--- config.mk ---
export PLATFORM = sky130hd
export DESIGN_NAME = two_wire_bus_framing
export DESIGN_NICKNAME = d
export VERILOG_FILES = /design/src/logic/two_wire_bus_framing.v
export VERILOG_INCLUDE_DIRS = /design/src /design/src/inc
export SDC_FILE = /design/constraint.sdc
export NUM_CORES = 1
export LEC_CHECK = 0
export BUFFER_PORTS_ARGS = -buffer_cell sky130_fd_sc_hd__buf_4
export CAP_MARGIN = 20
export CORE_MARGIN = 4
export CORE_UTILIZATION = 30
export CTS_CLUSTER_DIAMETER = 80
export DETAILED_ROUTE_END_ITERATION = 8
export PLACE_DENSITY = 0.46
export SYNTH_ARGS = -nofsm -noshare
export SYNTH_HDL_FRONTEND = slang
export SYNTH_SLANG_ARGS = --single-unit
--- constraint.sdc ---
create_clock -name sys_clk_in -period 4.7 [get_ports sys_clk_in]
set_input_delay 0.235 -clock sys_clk_in [delete_from_list [all_inputs] [get_ports sys_clk_in]]
set_output_delay 0.235 -clock sys_clk_in [all_outputs]
set_load 0.02 [all_outputs]
--- src/inc/two_wire_defines.vh ---
// constants for the two-wire bus framing block
// assumes a 250 MHz system clock and a host that drives the bus
`ifndef TWO_WIRE_DEFINES_VH
`define TWO_WIRE_DEFINES_VH

// ***************************************************************
// word framing
// ***************************************************************
`define TWB_WORD_BITS      8
`define TWB_LAST_BIT       3'h7
`define TWB_READ_FLAG_BIT  0

// ***************************************************************
// receive buffer shape
// ***************************************************************
`define TWB_FIFO_WIDTH     8
`define TWB_FIFO_DEPTH     16

// ***************************************************************
// timing
// ***************************************************************
`define TWB_CLK_MHZ        250
// internal write time, room temperature and full range, in ms
`define TWB_WRITE_TIME_MS      5
`define TWB_WRITE_TIME_MAX_MS  7
// cycles of the internal write (room temperature time, exact)
`define TWB_WRITE_CYCLES (`TWB_WRITE_TIME_MS * 1000 * `TWB_CLK_MHZ)
`define TWB_WRITE_CNT_BITS 21

`endif

--- src/logic/two_wire_bus_framing.v ---
// two-wire bus framing, device end, with its receive buffer
// assumes scl and sda arrive asynchronously from an open-drain bus
`timescale 1ns/100ps
`include "two_wire_defines.vh"

// ***************************************************************
// receive buffer
// ***************************************************************
module byte_fifo #(
  parameter WIDTH = `TWB_FIFO_WIDTH,
  parameter DEPTH = `TWB_FIFO_DEPTH
) (
  input  wire             clk_in,       // system clock
  input  wire             rst_in,       // synchronous reset
  input  wire             in_valid_in,  // write request
  output wire             in_ready_out, // not full
  input  wire [WIDTH-1:0] in_data_in,   // write data
  output wire             out_valid_out,// not empty
  input  wire             out_ready_in, // read request
  output wire [WIDTH-1:0] out_data_out  // head word
);
  localparam AW = $clog2(DEPTH);
  reg [WIDTH-1:0] mem [0:DEPTH-1];
  reg [AW:0]      wr_ptr;
  reg [AW:0]      rd_ptr;
  wire            full;
  wire            empty;

  // extra pointer bit tells full from empty
  assign full          = (wr_ptr[AW] != rd_ptr[AW]) &&
                         (wr_ptr[AW-1:0] == rd_ptr[AW-1:0]);
  assign empty         = (wr_ptr == rd_ptr);
  assign in_ready_out  = ~full;
  assign out_valid_out = ~empty;
  assign out_data_out  = mem[rd_ptr[AW-1:0]];

  // pointer and storage update
  always @(posedge clk_in) begin
    if (rst_in) begin
      wr_ptr <= {(AW+1){1'b0}};
      rd_ptr <= {(AW+1){1'b0}};
    end else begin
      if (in_valid_in && !full) begin
        mem[wr_ptr[AW-1:0]] <= in_data_in;
        wr_ptr              <= wr_ptr + 1'b1;
      end
      if (out_ready_in && !empty)
        rd_ptr <= rd_ptr + 1'b1;
    end
  end
endmodule

// ***************************************************************
// bus framing engine
// ***************************************************************
//
// Contract
// - sda moves only while scl low
// - start is sda falling, scl high
// - sda rising with scl high is stop
// - stop after read enters standby
// - all words move as eight bits
// - device pulls sda low on ninth clock; the code leaves sda high there when the buffer is full or a write runs
// - internal write ends within 5 ms
// - sample on scl rise, drive after fall
module two_wire_bus_framing #(
  parameter WRITE_CYCLES = `TWB_WRITE_CYCLES
) (
  input  wire       sys_clk_in,     // 250 MHz system clock
  input  wire       srst_in,        // synchronous reset, high
  input  wire       scl_in,         // bus clock from host
  input  wire       sda_in,         // bus data level
  output reg        sda_out,        // driven level, always low
  output reg        sda_oe_out,     // high while pulling sda low
  output reg  [7:0] rx_data_out,    // received word
  output reg        rx_valid_out,   // received word waiting
  input  wire       rx_ready_in,    // user takes received word
  input  wire [7:0] tx_data_in,     // word to send on reads
  output reg        tx_ready_out,   // pulse: tx_data_in taken
  output reg        standby_out,    // low-power standby level
  output reg        write_busy_out, // internal write running
  output reg        write_done_out  // pulse: internal write over
);
  localparam [2:0] ST_IDLE    = 3'h0;
  localparam [2:0] ST_RX      = 3'h1;
  localparam [2:0] ST_RX_ACK  = 3'h2;
  localparam [2:0] ST_ACK     = 3'h3;
  localparam [2:0] ST_TX      = 3'h4;
  localparam [2:0] ST_TX_REL  = 3'h5;
  localparam [2:0] ST_TX_ACK  = 3'h6;
  localparam [2:0] ST_TX_LOAD = 3'h7;
  localparam [31:0] WR_LAST_W = WRITE_CYCLES - 1;
  localparam [`TWB_WRITE_CNT_BITS-1:0] WR_LAST =
    WR_LAST_W[`TWB_WRITE_CNT_BITS-1:0];

  reg        scl_s1, scl_s2, scl_d;
  reg        sda_s1, sda_s2, sda_d;
  reg  [2:0] state;
  reg  [2:0] bit_cnt;
  reg  [7:0] shift;
  reg        first_word;
  reg        is_read;
  reg        wrote;
  reg        push;
  reg  [7:0] push_data;
  reg  [`TWB_WRITE_CNT_BITS-1:0] wr_cnt;
  wire       scl_rise, scl_fall, start_seen, stop_seen;
  wire       fifo_in_ready, fifo_out_valid, fifo_take;
  wire [7:0] fifo_out_data;

  // ***************************************************************
  // pin synchronisers and edge finding
  // ***************************************************************
  // two stages before use; the third stage only delays stage two
  always @(posedge sys_clk_in) begin
    if (srst_in) begin
      scl_s1 <= 1'b1;
      scl_s2 <= 1'b1;
      scl_d  <= 1'b1;
      sda_s1 <= 1'b1;
      sda_s2 <= 1'b1;
      sda_d  <= 1'b1;
    end else begin
      scl_s1 <= scl_in;
      scl_s2 <= scl_s1;
      scl_d  <= scl_s2;
      sda_s1 <= sda_in;
      sda_s2 <= sda_s1;
      sda_d  <= sda_s2;
    end
  end

  // sda moving while scl stays high is framing, never data
  assign scl_rise   = scl_s2 & ~scl_d;
  assign scl_fall   = ~scl_s2 & scl_d;
  assign start_seen = scl_s2 & scl_d & sda_d & ~sda_s2;
  assign stop_seen  = scl_s2 & scl_d & ~sda_d & sda_s2;

  // ***************************************************************
  // framing state machine
  // ***************************************************************
  // full buffer or running write both refuse the word by no ack
  always @(posedge sys_clk_in) begin
    if (srst_in) begin
      state        <= ST_IDLE;
      bit_cnt      <= 3'h0;
      shift        <= 8'h00;
      first_word   <= 1'b0;
      is_read      <= 1'b0;
      wrote        <= 1'b0;
      push         <= 1'b0;
      push_data    <= 8'h00;
      sda_out      <= 1'b0;
      sda_oe_out   <= 1'b0;
      tx_ready_out <= 1'b0;
      standby_out  <= 1'b0;
    end else begin
      push         <= 1'b0;
      tx_ready_out <= 1'b0;
      if (start_seen) begin
        state       <= ST_RX;
        bit_cnt     <= 3'h0;
        first_word  <= 1'b1;
        is_read     <= 1'b0;
        wrote       <= 1'b0;
        sda_oe_out  <= 1'b0;
        standby_out <= 1'b0;
      end else if (stop_seen) begin
        state      <= ST_IDLE;
        wrote      <= 1'b0;
        sda_oe_out <= 1'b0;
        if (is_read)
          standby_out <= 1'b1;
      end else begin
        case (state)
          ST_RX: begin
            if (scl_rise) begin
              shift   <= {shift[6:0], sda_s2};
              bit_cnt <= bit_cnt + 3'h1;
              if (bit_cnt == `TWB_LAST_BIT)
                state <= ST_RX_ACK;
            end
          end
          ST_RX_ACK: begin
            if (scl_fall) begin
              if (fifo_in_ready && !write_busy_out) begin
                sda_oe_out <= 1'b1;
                push       <= 1'b1;
                push_data  <= shift;
                first_word <= 1'b0;
                state      <= ST_ACK;
                if (first_word && shift[`TWB_READ_FLAG_BIT])
                  is_read <= 1'b1;
                else if (!is_read)
                  wrote <= ~first_word;
              end else begin
                state <= ST_IDLE;                   // ignore until start
              end
            end
          end
          ST_ACK, ST_TX_LOAD: begin
            if (scl_fall) begin
              bit_cnt <= 3'h0;
              if (is_read) begin
                shift        <= tx_data_in;
                sda_oe_out   <= ~tx_data_in[7];
                tx_ready_out <= 1'b1;
                state        <= ST_TX;
              end else begin
                sda_oe_out <= 1'b0;
                state      <= ST_RX;
              end
            end
          end
          ST_TX: begin
            if (scl_rise) begin
              bit_cnt <= bit_cnt + 3'h1;
              if (bit_cnt == `TWB_LAST_BIT)
                state <= ST_TX_REL;
            end else if (scl_fall) begin
              shift      <= {shift[6:0], 1'b0};
              sda_oe_out <= ~shift[6];
            end
          end
          ST_TX_REL: begin
            if (scl_fall) begin
              sda_oe_out <= 1'b0;
              state      <= ST_TX_ACK;
            end
          end
          ST_TX_ACK: begin
            // host ack asks for more; no ack ends the read
            if (scl_rise)
              state <= sda_s2 ? ST_IDLE : ST_TX_LOAD;
          end
          default: state <= ST_IDLE;
        endcase
      end
    end
  end

  // ***************************************************************
  // internal write timer
  // ***************************************************************
  // a stop that closes a write with data starts the timed cycle
  always @(posedge sys_clk_in) begin
    if (srst_in) begin
      wr_cnt         <= {`TWB_WRITE_CNT_BITS{1'b0}};
      write_busy_out <= 1'b0;
      write_done_out <= 1'b0;
    end else begin
      write_done_out <= 1'b0;
      if (write_busy_out) begin
        wr_cnt <= wr_cnt + 1'b1;
        if (wr_cnt == WR_LAST) begin
          write_busy_out <= 1'b0;
          write_done_out <= 1'b1;
        end
      end else if (stop_seen && wrote && !is_read) begin
        write_busy_out <= 1'b1;
        wr_cnt         <= {`TWB_WRITE_CNT_BITS{1'b0}};
      end
    end
  end

  // ***************************************************************
  // receive buffer and registered output stage
  // ***************************************************************
  assign fifo_take = fifo_out_valid & (~rx_valid_out | rx_ready_in);

  byte_fifo #(
    .WIDTH (`TWB_FIFO_WIDTH),
    .DEPTH (`TWB_FIFO_DEPTH)
  ) rx_fifo (
    .clk_in        (sys_clk_in),
    .rst_in        (srst_in),
    .in_valid_in   (push),
    .in_ready_out  (fifo_in_ready),
    .in_data_in    (push_data),
    .out_valid_out (fifo_out_valid),
    .out_ready_in  (fifo_take),
    .out_data_out  (fifo_out_data)
  );

  // output word held until the user takes it
  always @(posedge sys_clk_in) begin
    if (srst_in) begin
      rx_valid_out <= 1'b0;
      rx_data_out  <= 8'h00;
    end else if (fifo_take) begin
      rx_valid_out <= 1'b1;
      rx_data_out  <= fifo_out_data;
    end else if (rx_ready_in) begin
      rx_valid_out <= 1'b0;
    end
  end
endmodule
==> results.py <==
metrics = {
    "outcome": {
        "status": "complete, no violations",
    },
    "die": {
        "core_um2": 28630,
        "die_height_um": 178.3,
        "initial_core_util_pct": 30.40,
        "rows": 62,
        "die-area_um2": 31790,
        "io_pins": 28,
        "die_width_um": 178.3,
    },
    "finish": {
        "final_common_cell": "edfxtp_1",
        "stdcell_area_um2": 10000,
        "stdcell_count": 1108,
        "fin_nets": 729,
        "final_cell_mix": "128 x edfxtp_1, 75 x dfxtp_1, 52 x nand2_1",
        "n_antenna_cell": 0,
        "drive_above_1_share_pct": 19.48,
        "area_delta_synth_final_pct": 14.98,
    },
    "setup_path": {
        "worstPathRequired_ps": 4820,
        "critPathMaxFanout": 20,
        "worstSetupEndpointType": "register",
        "start_kind": "register",
        "cp_data_arrival_time_ps": 3140,
        "critPathKind": "reg -> reg",
        "reg2reg_slack_ps": 1680,
    },
    "route": {
        "via_per_inst": 4.897,
        "wl_um": 20130,
        "dr_total_vias": 5426,
        "final_antenna_net_count": 0,
        "wl_met1_um": 9110,
        "drc": 0,
        "first_pass_iters": 4,
        "drtIter0Drc": 365,
        "wl_per_cell_um": 18.17,
        "route.met3.wl_um": 682,
        "route.met2.wl_um": 9945,
        "highest_layer": "met4",
    },
    "grt": {
        "grt_start_max_net_pins": 78,
        "grt_pass1_vias": 5565,
        "grt_use_total_pct": 12.85,
        "grt_pass1_wl_um": 32000,
        "overflow": 0,
        "antenna_found_initial": 0,
    },
    "synth": {
        "synth_edf_count": 128,
        "syn_inst": 686,
        "synth_fp_nets": 707,
        "ys_warn_count": 0,
        "synth_seq_area_share_pct": 61.89,
        "synth_ff_type": "edfxtp_1",
        "syn_area_per_cell_um2": 12.68,
        "synth_area_um2": 8701,
        "synth_seq_cells": 205,
        "synth_cell_types": 63,
        "async_reset_ff_share_pct": 0,
    },
    "place": {
        "dp_hpwl_um": 13120,
        "gp_congestion": 0.8096,
        "numPortBuffers": 26,
        "dp_cells": 1060,
        "placed_cell_area_um2": 9234,
    },
    "sta": {
        "tns_ps": 0,
        "max_freq_mhz": 330.7,
        "hold_violations": 0,
        "min_period_over_period_pct": 64.34,
        "drv_slew": 0,
        "rsz0062_at_grt": "no",
        "worst_slew_margin_rel_pct": 30.92,
        "setup_viol": 0,
        "tightest_slew_ps": 1028,
        "skew_ps": 7.598,
        "period_needed_ps": 3024,
    },
    "power": {
        "vdd_drop_max_v": 0.0002301,
        "clkPwrFrac_pct": 42.2,
        "power.switching_w": 0.0009541,
        "switching_share_pct": 23.61,
        "p_leak_nw": 3.191,
        "p_seq_share_pct": 49.0,
        "p_per_area_nw_per_um2": 403.9,
        "p_int_w": 0.003087,
        "combPwrFrac_pct": 8.7,
    },
    "clock_tree": {
        "numClockSinks": 205,
        "clockBufferDepth": 3,
        "tritoncts": "built",
        "worstSkewPairLatency_ps": 500,
        "clock_tree.root_cell": "clkbuf_16",
        "cts_buffers": 23,
        "postCtsSetupBuffers": 0,
        "clk_pin_slew_worst_paths_ps": 60,
        "htreeDepth": 1,
        "cts_resized": 0,
    },
    "worst_hold_path": {
        "hold_class": "in -> reg",
    },
    "flow_run": {
        "cap_viol_max_count": 0,
    },
}
-- through the flow --
stage          util (%)  hold WS, ps  power, W  worst slack [ps]
2_1_floorplan         -        338.8  0.002260              2258
3_3_place_gp      32.26        393.0  0.002374              1659
3_5_place_dp      32.26        397.6  0.002379              1471
4_1_cts           34.84        22.38  0.004103              1504
5_1_grt           34.95        48.44  0.004223              1363
6_report          34.95        47.46  0.004041              1676
-- power by group through the flow --
stage / registers, W / logic [W] / clock network (W)
detailed placement: 0.00202 / 0.000356 / 0
global placement: 0.00202 / 0.000354 / 0
global route: 0.00199 / 0.000394 / 0.00184
CTS: 0.00198 / 0.000358 / 0.00176
floorplan: 0.00201 / 0.000245 / 0
finish: 0.00198 / 0.000353 / 0.00171
-- final cells by class --
cell class | instances | area (um^2)
well taps | 384 | 480.5
inverters | 9 | 33.78
clock inverters | 7 | 61.31
clock buffers | 34 | 656.9
multi-input cells | 425 | 3054
repair buffers | 44 | 330.3
fillers | 2738 | 18620
flip-flops and latches | 205 | 5388
-- timing repair --
item,4_1_cts,5_1_grt
hold buffers,2,0
hold endpoints to repair,2,0
endpoints found under the setup margin,0,0
-- registers in the layout, indices dropped and copies added, names as in the netlist, 3 cells and up --
name            cells
push_data           8
bit_cnt             3
rx_fifo.rd_ptr      5
wr_cnt             21
rx_fifo.wr_ptr      5
state               3
rx_data_out         8
rx_fifo.mem       128
shift               8
-- layer usage --
metal / global-route usage (%) / vias to the layer above
met4: 3.038 / 0
met3: 2.120 / 27
met5: 0 / -
met2: 21.80 / 85
met1: 17.30 / 2688
li1: - / 2626
-- synthesized netlist by cell type, types with 10 or more instances --
| library cell | number | share of area [%] |
|---|---|---|
| mux2_2 | 21 | 2.7 |
| edfxtp_1 | 128 | 44 |
| nor2b_1 | 11 | 0.79 |
| a21oi_1 | 38 | 2.2 |
| nand3_1 | 22 | 1.3 |
| or3_1 | 10 | 0.72 |
| a211oi_1 | 17 | 1.5 |
| dfxtp_1 | 77 | 18 |
| buf_2 | 13 | 0.75 |
| nor3_1 | 35 | 2.0 |
| clkbuf_1 | 24 | 1.0 |
| nor2_1 | 51 | 2.2 |
| nand2_1 | 52 | 2.2 |
| nand2b_1 | 10 | 0.72 |
| mux4_2 | 24 | 6.2 |
-- critical path: stages (launching register included) --
cell     delay [ps]
dfxtp_1         750
xnor2_1         160
nand4_2         240
o21ai_2         260
or2_2           390
nor3_1          830
-- cells by family (layout without fill, tap and decap cells) --
| logic type | count (synthesis) | count (layout) | share of synthesized area (%) |
|---|---|---|---|
| and+or+nand+nor | 240 | 240 | 14.28 |
| DFF | 205 | 205 | 61.89 |
| AOI/OAI and AO/OA | 112 | 112 | 8.686 |
| buffers and inverters | 56 | 94 | 3.005 |
| muxes | 51 | 51 | 9.635 |
| xor gates and xnor gates | 13 | 13 | 1.309 |
| adders and majority gates | 8 | 8 | 1.150 |
| other | 1 | 1 | 0.04310 |
-- final timing paths --
path,from,endpoint,cells after the start
max reg2reg,rx_fifo.rd_ptr[3],rx_fifo.mem[9][2],5
min,tx_data_in[2],shift[2],3
min reg2reg,sda_s1,sda_s2,1
max,rx_fifo.rd_ptr[3],rx_fifo.mem[9][2],5
Power figures use the tool's default switching activity.
